`src/design/sdc_pkg.sv`:
```
// Package for the SDRAM command and bank state logic.
// Assumes a single clock domain; shared by the top module and its bank tracker.
package sdc_pkg;
  localparam int NUM_BANKS = 4;
  localparam int ROW_W = 12;
  localparam int COL_W = 8;
  localparam int AP_BIT = 10;
  localparam int MODE_W = 12;
  localparam logic [11:0] MODE_RESET = 12'h0000;
  // Timing figures in nanoseconds and derived cycle counts at 50 ns per clock.
  localparam int CLK_NS = 50;
  localparam int TRCD_NS = 20;
  localparam int TRP_NS = 20;
  localparam int TMRD_NS = 14;
  localparam int TRC_NS = 63;
  localparam int TXSR_NS = 70;
  localparam int TRCD_CYC = (TRCD_NS + CLK_NS - 1) / CLK_NS;
  localparam int TRP_CYC = (TRP_NS + CLK_NS - 1) / CLK_NS;
  localparam int TMRD_CYC = (TMRD_NS + CLK_NS - 1) / CLK_NS;
  localparam int TRC_CYC = (TRC_NS + CLK_NS - 1) / CLK_NS;
  localparam int TXSR_CYC = (TXSR_NS + CLK_NS - 1) / CLK_NS;
  localparam int MIN_XSR_NOPS = 2;
  localparam int DQM_RD_LAT = 2;
  localparam int BURST_LEN = 4;
  localparam int CNT_W = 8;

  typedef enum logic [3:0] {
    SDC_CMD_INHIBIT = 4'h0,
    SDC_CMD_NOP = 4'h1,
    SDC_CMD_ACTIVE = 4'h2,
    SDC_CMD_READ = 4'h3,
    SDC_CMD_WRITE = 4'h4,
    SDC_CMD_BST = 4'h5,
    SDC_CMD_PRE = 4'h6,
    SDC_CMD_REF = 4'h7,
    SDC_CMD_LMR = 4'h8
  } sdc_cmd_t;

  typedef enum logic [2:0] {
    SDC_BK_IDLE = 3'b000,
    SDC_BK_ACTIVATING = 3'b001,
    SDC_BK_ROW_ACTIVE = 3'b010,
    SDC_BK_READ = 3'b011,
    SDC_BK_WRITE = 3'b100,
    SDC_BK_READ_AP = 3'b101,
    SDC_BK_WRITE_AP = 3'b110,
    SDC_BK_PRECHARGING = 3'b111
  } sdc_bank_t;

  typedef enum logic [2:0] {
    SDC_DEV_NORMAL = 3'b000,
    SDC_DEV_POWER_DOWN = 3'b001,
    SDC_DEV_SELF_REFRESH = 3'b010,
    SDC_DEV_SUSPEND = 3'b011,
    SDC_DEV_XSR = 3'b100,
    SDC_DEV_REFRESHING = 3'b101,
    SDC_DEV_MODE_LOAD = 3'b110
  } sdc_dev_t;
endpackage

```
`src/design/sdc_bank_if.sv`:
```
// Interface carrying decoded commands from the top module to the bank trackers.
// Assumes both ends sit in the same clock domain.
`timescale 1ns/1ns
interface sdc_bank_if;
  import sdc_pkg::*;
  logic step;
  sdc_cmd_t cmd;
  logic [1:0] bank;
  logic ap;
  logic [ROW_W-1:0] row;
  logic bst_hit;
  logic run;
  logic [NUM_BANKS*3-1:0] state_flat;
  modport ctrl (output step, output cmd, output bank, output ap, output row, output bst_hit, output run,
    input state_flat);
  modport bank_side (input step, input cmd, input bank, input ap, input row, input bst_hit, input run,
    output state_flat);
endinterface

```
`src/design/sdc_bank_track.sv`:
```
// One state record per bank, advanced by decoded commands.
// Assumes the controller keeps commands legal for each bank's state.
`timescale 1ns/1ns
module sdc_bank_track #(
  parameter int BANKS = 4
) (
  input wire logic mclk,
  input wire logic sys_rst,
  sdc_bank_if.bank_side bif
);
  import sdc_pkg::*;

  genvar g;
  generate
    for (g = 0; g < BANKS; g++) begin : g_bank
      sdc_bank_t st;
      logic [CNT_W-1:0] tmr;
      logic [ROW_W-1:0] open_row;
      logic hit;
      logic take_cmd;
      assign hit = (bif.bank == 2'(g));
      // A bursting bank still has its timer running, yet must accept a chained or cutting command.
      assign take_cmd = bif.step && (tmr == '0 || ((st == SDC_BK_READ || st == SDC_BK_WRITE) &&
          bif.cmd != SDC_CMD_ACTIVE && (hit || (bif.cmd == SDC_CMD_PRE && bif.ap))));
      assign bif.state_flat[g*3 +: 3] = st;

      // Each bank advances on a registered command edge or when its timer runs out.
      always_ff @(posedge mclk or posedge sys_rst) begin
        if (sys_rst) begin
          st <= SDC_BK_IDLE;
          tmr <= '0;
          open_row <= '0;
        end else if (tmr != '0 && bif.run && !take_cmd) begin
          tmr <= tmr - 1'b1;
          if (tmr == CNT_W'(1)) begin
            case (st)
              SDC_BK_ACTIVATING: st <= SDC_BK_ROW_ACTIVE;
              SDC_BK_READ, SDC_BK_WRITE: st <= SDC_BK_ROW_ACTIVE;
              SDC_BK_READ_AP, SDC_BK_WRITE_AP: begin
                st <= SDC_BK_PRECHARGING;
                tmr <= CNT_W'(TRP_CYC);
              end
              default: st <= SDC_BK_IDLE;
            endcase
          end
        end else if (take_cmd) begin
          if (bif.bst_hit && hit && (st == SDC_BK_READ || st == SDC_BK_WRITE)) begin
            st <= SDC_BK_ROW_ACTIVE;
            tmr <= '0;
          end else begin
            case (bif.cmd)
              SDC_CMD_ACTIVE: if (hit && st == SDC_BK_IDLE) begin
                st <= SDC_BK_ACTIVATING;
                open_row <= bif.row;
                tmr <= CNT_W'(TRCD_CYC);
              end
              SDC_CMD_READ, SDC_CMD_WRITE: if (hit && (st == SDC_BK_ROW_ACTIVE || st == SDC_BK_READ ||
                  st == SDC_BK_WRITE)) begin
                if (bif.cmd == SDC_CMD_READ) begin
                  st <= bif.ap ? SDC_BK_READ_AP : SDC_BK_READ;
                end else begin
                  st <= bif.ap ? SDC_BK_WRITE_AP : SDC_BK_WRITE;
                end
                tmr <= CNT_W'(BURST_LEN);
              end
              SDC_CMD_PRE: if ((bif.ap || hit) && st != SDC_BK_IDLE) begin
                st <= SDC_BK_PRECHARGING;
                tmr <= CNT_W'(TRP_CYC);
              end
              default: ;
            endcase
          end
        end
      end
    end
  endgenerate
endmodule

```
`src/design/sdc_cmd_core.sv`:
```
// Top of the SDRAM command decoder, power state logic and data mask timing.
// Assumes all pins are synchronous to mclk from an external controller; sys_rst
// stands in for power-up since the device has no reset pin.
//
// How it works
// - Decode command from select and strobe lines.
// - Refresh with clock enable low enters self refresh.
// - Mode load stores address lines as operating code.
// - Activate opens given row in given bank.
// - Read or write takes column, bank, autoprecharge flag.
// - Precharge one bank, or all when flag high.
// - Refresh uses internal counter, ignores other inputs.
// - Mask acts at once on writes, one clock later on reads.
// - Enable low twice holds the low power state.
// - Power down on idle nop with enable falling.
// - Self refresh exit needs nops until recovery.
// - Clock suspend resumes one edge after rise.
// - Bank commands act only with enable high twice; bank timers run unless suspended.
// - Precharge to idle bank changes nothing.
// - Bank active after activate delay passes.
// - Bursting bank without autoprecharge accepts read, write, terminate, precharge.
// - Terminate stops latest burst in any bank, unless that burst has autoprecharge.
// - Autoprecharge bank idles after precharge time.
`timescale 1ns/1ns
module sdc_cmd_core #(
  parameter int BANKS = sdc_pkg::NUM_BANKS
) (
  input wire logic mclk,
  input wire logic sys_rst,
  input wire logic cke,
  input wire logic cs_n,
  input wire logic ras_n,
  input wire logic cas_n,
  input wire logic we_n,
  input wire logic [1:0] ba,
  input wire logic [sdc_pkg::ROW_W-1:0] addr,
  input wire logic dqm,
  output logic [sdc_pkg::MODE_W-1:0] mode_reg,
  output logic [sdc_pkg::ROW_W-1:0] refresh_row,
  output logic [sdc_pkg::NUM_BANKS*3-1:0] bank_state,
  output sdc_pkg::sdc_dev_t dev_state,
  output sdc_pkg::sdc_cmd_t last_cmd,
  output logic [1:0] burst_bank,
  output logic [sdc_pkg::COL_W-1:0] burst_col,
  output logic dq_write_en,
  output logic dq_out_en,
  output logic all_idle
);
  import sdc_pkg::*;

  // Two-stage synchronisers on every pin; the first stage feeds only the second.
  logic [ROW_W+8-1:0] pin_s1;
  logic [ROW_W+8-1:0] pin_s2;
  always_ff @(posedge mclk or posedge sys_rst) begin
    if (sys_rst) begin
      pin_s1 <= '0;
      pin_s2 <= '0;
    end else begin
      pin_s1 <= {cke, cs_n, ras_n, cas_n, we_n, ba, addr, dqm};
      pin_s2 <= pin_s1;
    end
  end

  logic s_cke;
  logic s_cs_n;
  logic s_ras_n;
  logic s_cas_n;
  logic s_we_n;
  logic [1:0] s_ba;
  logic [ROW_W-1:0] s_addr;
  logic s_dqm;
  assign {s_cke, s_cs_n, s_ras_n, s_cas_n, s_we_n, s_ba, s_addr, s_dqm} = pin_s2;

  // Clock enable seen at the previous edge.
  logic cke_prev;
  always_ff @(posedge mclk or posedge sys_rst) begin
    if (sys_rst) begin
      cke_prev <= 1'b0;
    end else begin
      cke_prev <= s_cke;
    end
  end

  // Command decode from the four strobe lines.
  sdc_cmd_t cmd;
  always_comb begin
    if (s_cs_n) begin
      cmd = SDC_CMD_INHIBIT;
    end else begin
      case ({s_ras_n, s_cas_n, s_we_n})
        3'b111: cmd = SDC_CMD_NOP;
        3'b011: cmd = SDC_CMD_ACTIVE;
        3'b101: cmd = SDC_CMD_READ;
        3'b100: cmd = SDC_CMD_WRITE;
        3'b110: cmd = SDC_CMD_BST;
        3'b010: cmd = SDC_CMD_PRE;
        3'b001: cmd = SDC_CMD_REF;
        default: cmd = SDC_CMD_LMR;
      endcase
    end
  end

  logic is_nop;
  assign is_nop = (cmd == SDC_CMD_INHIBIT) || (cmd == SDC_CMD_NOP);

  // Idle detection across all bank records.
  sdc_bank_if bif();
  logic idle_now;
  always_comb begin
    idle_now = 1'b1;
    for (int i = 0; i < BANKS; i++) begin
      if (bif.state_flat[i*3 +: 3] != SDC_BK_IDLE) begin
        idle_now = 1'b0;
      end
    end
  end

  logic bursting;
  always_comb begin
    bursting = 1'b0;
    for (int i = 0; i < BANKS; i++) begin
      if (bif.state_flat[i*3 +: 3] inside {SDC_BK_READ, SDC_BK_WRITE, SDC_BK_READ_AP, SDC_BK_WRITE_AP}) begin
        bursting = 1'b1;
      end
    end
  end

  // Device-wide power and busy state machine.
  sdc_dev_t dev;
  sdc_dev_t next_dev;
  logic [CNT_W-1:0] dev_tmr;
  logic [CNT_W-1:0] next_dev_tmr;
  logic [1:0] xsr_nops;
  always_comb begin
    next_dev = dev;
    next_dev_tmr = (dev_tmr != '0) ? dev_tmr - 1'b1 : dev_tmr;
    case (dev)
      SDC_DEV_NORMAL: begin
        if (cke_prev && !s_cke) begin
          if (idle_now && cmd == SDC_CMD_REF) begin
            next_dev = SDC_DEV_SELF_REFRESH;
          end else if (idle_now && is_nop) begin
            next_dev = SDC_DEV_POWER_DOWN;
          end else if (bursting) begin
            next_dev = SDC_DEV_SUSPEND;
          end
        end else if (cke_prev && s_cke) begin
          if (cmd == SDC_CMD_REF && idle_now) begin
            next_dev = SDC_DEV_REFRESHING;
            next_dev_tmr = CNT_W'(TRC_CYC);
          end else if (cmd == SDC_CMD_LMR && idle_now) begin
            next_dev = SDC_DEV_MODE_LOAD;
            next_dev_tmr = CNT_W'(TMRD_CYC);
          end
        end
      end
      // Low at both edges holds the state whatever the command lines show.
      SDC_DEV_POWER_DOWN: if (s_cke && is_nop) next_dev = SDC_DEV_NORMAL;
      SDC_DEV_SUSPEND: if (s_cke) next_dev = SDC_DEV_NORMAL;
      SDC_DEV_SELF_REFRESH: begin
        if (s_cke && is_nop) begin
          next_dev = SDC_DEV_XSR;
          next_dev_tmr = CNT_W'(TXSR_CYC);
        end
      end
      SDC_DEV_XSR: begin
        if (dev_tmr == '0 && xsr_nops >= 2'(MIN_XSR_NOPS)) next_dev = SDC_DEV_NORMAL;
      end
      SDC_DEV_REFRESHING, SDC_DEV_MODE_LOAD: if (dev_tmr <= CNT_W'(1)) next_dev = SDC_DEV_NORMAL;
      default: next_dev = SDC_DEV_NORMAL;
    endcase
  end

  always_ff @(posedge mclk or posedge sys_rst) begin
    if (sys_rst) begin
      dev <= SDC_DEV_NORMAL;
      dev_tmr <= '0;
    end else begin
      dev <= next_dev;
      dev_tmr <= next_dev_tmr;
    end
  end

  // Count NOP edges during self refresh exit recovery.
  always_ff @(posedge mclk or posedge sys_rst) begin
    if (sys_rst) begin
      xsr_nops <= '0;
    end else if (dev != SDC_DEV_XSR) begin
      xsr_nops <= '0;
    end else if (is_nop && xsr_nops != 2'b11) begin
      xsr_nops <= xsr_nops + 1'b1;
    end
  end

  // Commands are registered only with enable high twice and no recovery pending.
  logic step;
  assign step = cke_prev && s_cke && (dev == SDC_DEV_NORMAL) && !is_nop;

  // Burst terminate goes to the bank of the most recent read or write.
  logic [1:0] recent_bank;
  always_ff @(posedge mclk or posedge sys_rst) begin
    if (sys_rst) begin
      recent_bank <= '0;
    end else if (step && (cmd == SDC_CMD_READ || cmd == SDC_CMD_WRITE)) begin
      recent_bank <= s_ba;
    end
  end

  assign bif.step = step;
  assign bif.cmd = cmd;
  assign bif.bank = (cmd == SDC_CMD_BST) ? recent_bank : s_ba;
  assign bif.ap = s_addr[AP_BIT];
  assign bif.row = s_addr;
  assign bif.bst_hit = step && (cmd == SDC_CMD_BST);
  // Bank timers freeze while the clock is suspended, so a burst resumes where it stopped.
  assign bif.run = (dev != SDC_DEV_SUSPEND);

  // The bank trackers treat a terminate through the bank select of the latest burst.
  sdc_bank_track #(.BANKS(BANKS)) u_banks (
    .mclk(mclk),
    .sys_rst(sys_rst),
    .bif(bif)
  );

  // Mode register captures the address lines on a mode load.
  always_ff @(posedge mclk or posedge sys_rst) begin
    if (sys_rst) begin
      mode_reg <= MODE_RESET;
    end else if (step && cmd == SDC_CMD_LMR && idle_now) begin
      mode_reg <= s_addr;
    end
  end

  // Internal refresh row counter; address pins are never read for refresh.
  always_ff @(posedge mclk or posedge sys_rst) begin
    if (sys_rst) begin
      refresh_row <= '0;
    end else if (step && cmd == SDC_CMD_REF && idle_now) begin
      refresh_row <= refresh_row + 1'b1;
    end
  end

  // Data mask: writes masked in the same cycle, reads go quiet one clock after writes.
  logic [DQM_RD_LAT-1:0] dqm_pipe;
  always_ff @(posedge mclk or posedge sys_rst) begin
    if (sys_rst) begin
      dqm_pipe <= '1;
      dq_write_en <= 1'b0;
      dq_out_en <= 1'b0;
    end else begin
      dqm_pipe <= {dqm_pipe[DQM_RD_LAT-2:0], s_dqm};
      dq_write_en <= !s_dqm;
      dq_out_en <= !dqm_pipe[DQM_RD_LAT-2];
    end
  end

  // Status outputs mirrored from internal state.
  always_ff @(posedge mclk or posedge sys_rst) begin
    if (sys_rst) begin
      bank_state <= '0;
      dev_state <= SDC_DEV_NORMAL;
      last_cmd <= SDC_CMD_INHIBIT;
      burst_bank <= '0;
      burst_col <= '0;
      all_idle <= 1'b1;
    end else begin
      bank_state <= bif.state_flat;
      dev_state <= dev;
      all_idle <= idle_now;
      if (step) begin
        last_cmd <= cmd;
      end
      if (step && (cmd == SDC_CMD_READ || cmd == SDC_CMD_WRITE)) begin
        burst_bank <= s_ba;
        burst_col <= s_addr[COL_W-1:0];
      end
    end
  end
endmodule

```
`config.mk`:
```
export PLATFORM = sky130hd
export DESIGN_NAME = sdc_cmd_core
export DESIGN_NICKNAME = d
export VERILOG_FILES = /design/src/design/sdc_pkg.sv /design/src/design/sdc_bank_if.sv /design/src/design/sdc_bank_track.sv /design/src/design/sdc_cmd_core.sv
export SDC_FILE = /design/constraint.sdc
export NUM_CORES = 1
export LEC_CHECK = 0
export ABC_AREA = 1
export BUFFER_PORTS_ARGS = -buffer_cell sky130_fd_sc_hd__buf_2
export CAP_MARGIN = 20
export CORE_MARGIN = 10
export CORE_UTILIZATION = 53
export CTS_CLUSTER_SIZE = 24
export DETAILED_ROUTE_END_ITERATION = 16
export PLACE_DENSITY = 0.76
export SETUP_SLACK_MARGIN = 0.4
export SLEW_MARGIN = 5
export SYNTH_ARGS = -nofsm -noshare
export SYNTH_HDL_FRONTEND = slang
export SYNTH_SLANG_ARGS = --single-unit
export TNS_END_PERCENT = 100
```
`constraint.sdc`:
```
create_clock -name mclk -period 4.9 [get_ports mclk]
set_clock_uncertainty 0.2 [all_clocks]
set_input_delay 0.98 -clock mclk [delete_from_list [all_inputs] [get_ports mclk]]
set_output_delay 0.98 -clock mclk [all_outputs]
set_load 0.005 [all_outputs]
```
# Yosys cells after proc, flatten, opt, wreduce, memory -nomap -nowiden
# Cells that the tools add are included.
[op_classes]
add_sub_neg = 7
magnitude_cmp = 2
n_eq_ne = 80
mux = 108
reduce_logical = 144
[op_table]
columns = ["operator", "n"]
rows = [
  ["$mux 8", 38],
  ["$mux 3", 42],
  ["$pmux 8 s3", 4],
  ["$eq 3x3->1 const B", 19],
  ["$logic_and 1x1->1", 57],
  ["$logic_not 8->1", 5],
  ["$ne 4x1->1 const B", 10],
  ["$reduce_bool 8->1", 5],
  ["$sub 8x1->8 const B", 5],
  ["$eq 3x2->1 const B", 12],
  ["$pmux 3 s3", 4],
  ["$eq 8x1->1 const B", 4],
  ["$pmux 4 s7", 1],
  ["$logic_or 1x1->1", 26],
  ["$pmux 3 s2", 4],
  ["$reduce_and 6->1", 4],
  ["$ne 2x2->1 const B", 10],
  ["$reduce_and 5->1", 4],
  ["$reduce_bool 5->1", 4],
  ["$eq 3x1->1 const B", 6],
  ["$pmux 3 s6", 1],
  ["$eq 4x3->1 const B", 4],
  ["$pmux 8 s2", 1],
  ["$reduce_bool 4->1", 4],
  ["26 further kinds", 67],
]
[word_totals]
ff_bits = 155
input_bits = 22
out_inout_bits = 56
wordCells = 366

# Logic depth before layout (Yosys ltp)
# Gate-level depths: netlist of run 1.
[logic_depth]
depth_word = 14
ltp_mapped = 17
ltp_nobuf = 16

# Cells and area by module
# Synthesis of run 1 repeated with hierarchy kept, for this count alone.
[hier_totals]
hier_cells = 915
hier_area_um2 = 7747.4
[by_module_without_submodules]
columns = ["module", "instances", "cells_each", "area_per_inst_um2", "seq_area_each_um2"]
rows = [
  ["sdc_cmd_core", 1, 405, 4310.4, 2780.2],
  ["sdc_bank_track", 1, 510, 3437.0, 1101.1],
]

# Worst setup path before layout of run 1
# No wires, ideal clock.
[synth_timing]
path_kind = "register to register"
from = "register dev_tmr[0]"
to = "register dev[1]"
setup_time_ns = 0.117
arrival_ns = 1.844
required_time_ns = 4.583
setup_slack_ns = 2.739
path_stages_with_launch = 12
path_buffers = 0
period_less_slack_ns = 2.161
path_cell_list = "dfrtp_1 -> inv_1 -> ha_1 -> inv_1 -> nor2_1 -> inv_1 -> nor2_1 -> a21oi_1 -> a41oi_1 -> nand3_1 -> nand2_1 -> nand2_1"
[synth_via]
elab_chain_cells = 4
elab_cells_between_ends = 6
classes_between = "order compare (1); eq/ne (2); reduce/logical (3)"
[synth_lines]
columns = ["element", "line", "source"]
rows = [
  ["start: declaration", "sdc_cmd_core.sv:131", "logic [CNT_W-1:0] dev_tmr;"],
  ["start signal: assignment", "sdc_cmd_core.sv:180", "dev_tmr <= next_dev_tmr;"],
  ["parallel branches: the longest is 3 deep, another holds $le 8x1->1", "n/a", ""],
  ["$reduce_and 8->1 (no line) *", "n/a", ""],
  ["end signal: assignment", "sdc_cmd_core.sv:179", "dev <= next_dev;"],
  ["end: declaration", "sdc_cmd_core.sv:129", "sdc_dev_t dev;"],
]
# Every way passes the cells marked *.
# A chain may end at the register's enable or synchronous reset.

# Worst setup path in the final report of run 1
[layout_timing]
from = "register dev[2]"
to = "register mode_reg[11] (netlist bit)"
[layout_via]
elab_chain_cells = 5
[layout_lines]
columns = ["element", "line", "source"]
rows = [
  ["$logic_not 3->1", "sdc_cmd_core.sv:197", "assign step = cke_prev && s_cke && (dev == SDC_DEV_NORMAL) && !is_nop;"],
  ["$logic_and 1x1->1 (2 in a row)", "sdc_cmd_core.sv:197", ""],
  ["$logic_and 1x1->1 (2 in a row)", "sdc_cmd_core.sv:229", "end else if (step && cmd == SDC_CMD_LMR && idle_now) begin"],
  ["end signal: assignment", "sdc_cmd_core.sv:230", "mode_reg <= s_addr;"],
  ["end: declaration", "sdc_cmd_core.sv:38", "output logic [sdc_pkg::MODE_W-1:0] mode_reg,"],
]
# No other way between the ends.

==> metrics.csv, run 1 <==
stage,metric,value,unit
run_status,status,completed,
synthesis,yosys_most_used_dff,dfrtp_1,
layout,fin_cells,1159,
timing,maxSlewHeadroom,0.477,
critical_path,path_class,reg2reg,
layout,fill_cells,1174,
detailed_routing,drtIter0Drc,413,
synthesis,avgSynthCellArea,8.62,sq um
clocking,ctsHoldBuffers,0,
detailed_routing,post_drt_wl_per_cell,13.9,um
clocking,cts_tree,done,
critical_path,max_stage_delay,0.49,ns
clocking,clk_latency,0.43,ns
critical_path,cp_top_family,simple AND/OR/NAND/NOR gates,
synthesis,synthesis.instances,877,
synthesis,ys_types,47,
clocking,clk_path_buf_depth,2,
critical_path,r2r-start,dev[2],
timing,finalHoldViolations,0,
clocking,cts_buffers,17,
timing,max_freq,366,MHz
detailed_routing,routed_via_density,5.13,
floorplan,start_util,0.543,
floorplan,row_count,43,
synthesis,ys_warn_count,0,
timing,fin_crit,2.73,ns
critical_path,arrival,2.85,ns
floorplan,die_area,19400,sq um
detailed_routing,ant_nets,0,
placement,gp_congestion,0.882,
grt,grt_pass1_vias,5782,
synthesis,synthArstFlopShare,1.00,
critical_path,cp_num_buf_inv,2,
placement,dp.cells,1127,
power,peakVddDrop,350,uV
layout,final_nets,1002,
clocking,root_buffer,clkbuf_16,
floorplan,io-pin-count,78,
critical_path,cp.required,5.02,ns
timing,maxSlewViolCount,0,
clocking,cts_sinks,155,
clocking,h-tree-depth,4,
grt,grt_pass1_wl,27.5,mm
synthesis,synth_area_leaders,"dfrtp_1 (51%), nand2_1 (11%), inv_1 (5.5%)",
timing,rsz0062_at_grt,no,
critical_path,slowest_stage,nand2_1,
layout,diodes,0,
critical_path,startpoint,dev[2],
run,drv_cap,0,
synthesis,ys_ff_latch,155,
layout,regMostFlops,u_banks.g_bank.tmr,
power,leakage,4.51,nW
critical_path,start_kind,flip-flop,
clocking,clkTransAtPathRegs,0.07,ns
timing,setup_viol,0,
grt,antenna_found_initial,1,
synthesis,ys_seq_area_frac,0.513,
grt,grt.total_usage,0.168,
synthesis,netlist_area,7560,sq um
floorplan,die_y,139,um
critical_path,critical_path.cell_chain,"nor2_1, inv_1, nor2_1, nand3_2, inv_1, nand2_1, mux2_2",
clocking,cts_setup_buffers,0,
grt,grt_overflow_total,0,
critical_path,cp_max_fo,21,
layout,top_regs,"u_banks.g_bank.tmr (32), pin_s1 (20), pin_s2 (20)",
timing,period_share,0.557,
layout,largest_reg_flops,32,
layout,layout-drive-gt1-share,0.175,
detailed_routing,drt-pass1-iter-count,5,
min_path,hp-start,pin_s1[17],
placement,dp.final_hpwl,11.4,mm
placement,io_buffers,77,
synthesis,synth_edf_count,0,
detailed_routing,finalWirelength,16.2,mm
clocking,cts_resized,0,
grt,grt_max_degree,156,
floorplan,dieWidth,139,um
timing,fin_setup_tns,0,ns
synthesis,yosysTopAreaCell,dfrtp_1,
layout,area_growth,15.5,%
timing,worst_slew_pin_slew,0.784,ns
synthesis,syn_nets,913,
detailed_routing,drc,0,
power,power_density,533,nW/um^2
min_path,hold_path.class,reg2reg,
detailed_routing,vias,5941,
synthesis,synth_top_cell_area_share,0.506,
floorplan,core,13900,sq um
critical_path,cp-end-kind,flip-flop,
## power breakdown
part,switching [W],leakage [nW],internal (W)
sequential,0.000290,1.96,0.00161
combinational,0.000873,2.26,0.000565
clock,0.000583,0.294,0.000733
total,0.00175,4.51,0.00291
## final timing paths
kind,endpoint,slack [ns],depth (start not counted)
max,mode_reg[11],2.17,7
min,pin_s2[17],0.15,0
max reg2reg,mode_reg[11],2.17,7
min reg2reg,pin_s2[17],0.15,0
max in group asynchronous,u_banks.g_bank[2].st[0],3.34,3
min in group asynchronous,pin_s1[2],0.58,3
## cell usage in the layout (no fill, tap or decap), types with 5 or more instances in the layout
cell,instances
nand2_1,225
dfrtp_1,153
inv_1,110
buf_2,77
nor2_1,70
o21ai_0,69
nand3_1,45
nand4_1,20
xor2_1,17
clkbuf_16,17
a21oi_1,15
xnor2_1,14
ha_1,14
o21ai_1,13
nor3_1,13
nand2_2,11
or2_2,7
inv_8,7
nor2_2,6
nand3_2,6
nand2_4,6
o21ai_2,5
o21bai_1,5
o2111ai_1,5
## area by class of cell
cell class	count	area [sq um]	area share
Sequential cell	155	3880	0.444
Timing Repair Buffer	78	405	0.0464
Multi-Input combinational cell	598	3180	0.365
Clock buffer	18	429	0.0491
Clock inverter	14	171	0.0196
Tap cell	180	225	0.0258
Inverter	116	439	0.0503
## synth_stat cells (3+ instances only)
cell,instances
nand3_1,45
o31ai_1,3
o2111ai_1,5
nor2_1,70
nand2_2,11
inv_1,111
a21oi_1,15
o21ai_1,13
dfrtp_1,153
nand2_4,6
xor2_1,17
mux2_2,4
o21ai_2,5
ha_1,14
o21ai_0,69
nand2_1,225
or2_2,7
nand4_1,20
nand3_4,3
inv_2,4
xnor2_1,14
nor3_1,13
a211oi_1,4
nand3_2,6
nor2_2,6
o21bai_1,5
clkbuf_1,3
## through the flow
| step | utilization | total power [W] | instance area, sq um | setup slack, ns | hold WS [ns] |
|---|---|---|---|---|---|
| 2_1_floorplan | - | 0.00293 | 7570 | 1.76 | 0.131 |
| 3_3_place_gp | 0.584 | 0.00329 | 8140 | 2.32 | 0.131 |
| 3_5_place_dp | 0.584 | 0.00333 | 8140 | 2.22 | 0.135 |
| 4_1_cts | 0.627 | 0.00468 | 8740 | 2.19 | 0.149 |
| 5_1_grt | 0.627 | 0.00502 | 8740 | 1.93 | 0.155 |
| 6_report | 0.627 | 0.00466 | 8740 | 2.17 | 0.148 |
## layer usage
layer | vias to the layer above | GRT usage | routed length (um)
li1 | 3012 | - | -
met1 | 2766 | 0.221 | 7670
met2 | 142 | 0.258 | 7260
met3 | 21 | 0.0531 | 1010
met4 | 0 | 0.0527 | 232
met5 | - | 0 | 0
## cells by family after synthesis
logic type	after synthesis	synth area share
buffers and inverters	124	0.0658
DFF	155	0.513
AOI/OAI and AO/OA	128	0.0976
muxes	4	0.00595
xor gates and xnor gates	31	0.0359
adders and majority gates	14	0.0232
and+or+nand+nor	421	0.258
No activity file was read; power rests on OpenSTA's default activity.
==> run 2, diff against run 1 <==
- clock period: 4.9 -> 2.21 ns (I/O delays scaled with it)
==> run 2 against run 1 <==
Effect of this change:
- largest cell class unchanged
- combinational power rose to 3.2 times the previous value
- non-clock buffer count rose by 136
- via count rose by 19%
- largest power group is now combinational cells
- maximum frequency rose by 14%
- wire length rose by 35%
- the flow now finishes with violations (setup timing)
- final cell count rose by 12%
- cell area rose by 22%
- total power rose to 2.5 times the previous value
- core utilization rose by 14 points
- hold slack got worse by 0.00052 ns
==> metrics.csv, run 2 (synthesis results as in run 1) <==
stage,metric,value,unit
critical_path,cp_top_family,compound AO/OA/AOI/OAI gates,
timing,max_freq,418,MHz
detailed_routing,maxUsedRoutingLayer,met4,
floorplan,start_util,0.543,
grt,antenna_found_initial,0,
timing,fin_setup_tns,-4.23,ns
detailed_routing,drtIter0Drc,584,
grt,grt_pass1_wl,33.3,mm
grt,grt_pass1_vias,6920,
detailed_routing,route.met3.wl,1.41,mm
clocking,root_buffer,clkbuf_16,
layout,diodes,0,
layout,final_common_cell,nand2_1,
detailed_routing,wl_met1,8.76,mm
floorplan,io-pin-count,78,
critical_path,cp_max_fo,7,
clocking,clk_latency,0.43,ns
floorplan,core,13900,sq um
power,peakVddDrop,666,uV
layout,regMostFlops,u_banks.g_bank.tmr,
run_status,violations,setup timing,
grt,grt_overflow_total,0,
placement,gp_congestion,0.929,
layout,layout_common_cells,"nand2_1 (174), dfrtp_1 (150), inv_1 (98), buf_4 (83), buf_2 (77)",
grt,grt_max_degree,97,
clocking,clkTransAtPathRegs,0.07,ns
clocking,h-tree-depth,4,
critical_path,max_stage_delay,0.48,ns
grt,grt.total_usage,0.206,
placement,io_buffers,77,
layout,top_regs,"u_banks.g_bank.tmr (32), pin_s1 (20), pin_s2 (20)",
critical_path,cp-end-kind,flip-flop,
run_status,status,finished with violations,
timing,maxSlewHeadroom,0.553,
clocking,clk_path_buf_depth,2,
clocking,cts_sinks,155,
critical_path,path_class,reg2reg,
detailed_routing,drc,0,
detailed_routing,drt-pass1-iter-count,5,
clocking,cts_buffers,17,
critical_path,slowest_stage,dfrtp_2,
timing,period_share,1.08,
floorplan,row_count,43,
critical_path,cp_num_buf_inv,2,
floorplan,die_area,19400,sq um
power,power_density,1100,nW/um^2
timing,setup_viol,57,
run,drv_cap,0,
layout,layout-drive-gt1-share,0.366,
timing,whs,0.148,ns
layout,area_growth,40.6,%
timing,finalHoldViolations,0,
timing,fin_crit,2.39,ns
timing,maxSlewViolCount,0,
timing,worst_slack,-0.180,ns
layout,final_nets,1139,
detailed_routing,wl_met2,10.8,mm
detailed_routing,finalWirelength,21.9,mm
timing,rsz0062_at_grt,yes,
critical_path,critical_path.cell_chain,"o21ai_2, nand2_2, a21oi_4, nand2_2, buf_4, nand3_1, inv_1, o21ai_0, nand3_1, nand2_1",
critical_path,cp.required,2.38,ns
critical_path,arrival,2.56,ns
detailed_routing,ant_nets,0,
detailed_routing,vias,7088,
timing,worst_slew_pin_slew,0.668,ns
detailed_routing,routed_via_density,5.47,
placement,dp.final_hpwl,12.6,mm
floorplan,dieWidth,139,um
critical_path,start_kind,flip-flop,
min_path,hold_path.class,reg2reg,
clocking,cts_tree,done,
layout,largest_reg_flops,32,
floorplan,die_y,139,um
power,leakage,5.41,nW
detailed_routing,post_drt_wl_per_cell,16.9,um
run 2: cell types whose count changed in the layout (fill, tap and decap cells not counted), sizes merged:
| cell | before | now |
|---|---|---|
| buf | 78 | 193 |
| dlygate4sd3 | 0 | 21 |
| clkbuf | 18 | 19 |
| inv | 123 | 122 |
| nand4 | 22 | 23 |
run 2: what timing repair did:
item                                   CTS  global route
setup endpoints to repair               89            92
buffers inserted                        34             8
endpoints found under the hold margin   79             0
gates resized for setup                135            97
gates cloned                             4             0
pin swaps                               53            42
hold buffers                            21             0
run 2: layer usage:
layer | GRT usage | vias up
li1 | - | 3300
met1 | 0.244 | 3395
met2 | 0.338 | 318
met3 | 0.0606 | 75
met4 | 0.0934 | 0
met5 | 0 | -
run 2: final cells by class:
cell class / count / area, sq um
tap: 180 / 225
sequential: 155 / 3880
multi-input combinational: 599 / 3830
inverter: 116 / 467
clock buffer: 19 / 443
clock inverter: 13 / 151
timing repair buffer: 214 / 1630
fill: 843 / 3300
run 2: report_power, final:
group | internal, W | switching (W) | total [W]
clock | 0.00164 | 0.00130 | 0.00294
combinational | 0.00196 | 0.00265 | 0.00460
sequential | 0.00357 | 0.000638 | 0.00421
run 2: final timing paths:
kind,start,to,slack (ns),cells past startpoint
setup reg to reg,pin_s2[16],u_banks.g_bank[2].st[2],-0.18,10
max in group asynchronous,sys_rst,dqm_pipe[0],0.86,4
hold / removal,pin_s1[19],pin_s2[19],0.15,0
setup / recovery,pin_s2[16],u_banks.g_bank[2].st[2],-0.18,10
min in group asynchronous,sys_rst,refresh_row[8],0.48,4
hold reg to reg,pin_s1[19],pin_s2[19],0.15,0
run 2: stage by stage:
step | cell area [sq um] | setup slack [ns] | power (W) | cells | util
after floorplan | 7610 | -0.389 | 0.00654 | 877 | -
after global placement | 8720 | -0.0467 | 0.00772 | 1197 | 0.626
after detailed placement | 8720 | -0.0794 | 0.00784 | 1197 | 0.626
after CTS | 10200 | 0.00673 | 0.0112 | 1288 | 0.733
after global routing | 10600 | -0.275 | 0.0125 | 1296 | 0.763
final | 10600 | -0.180 | 0.0117 | 1296 | 0.763
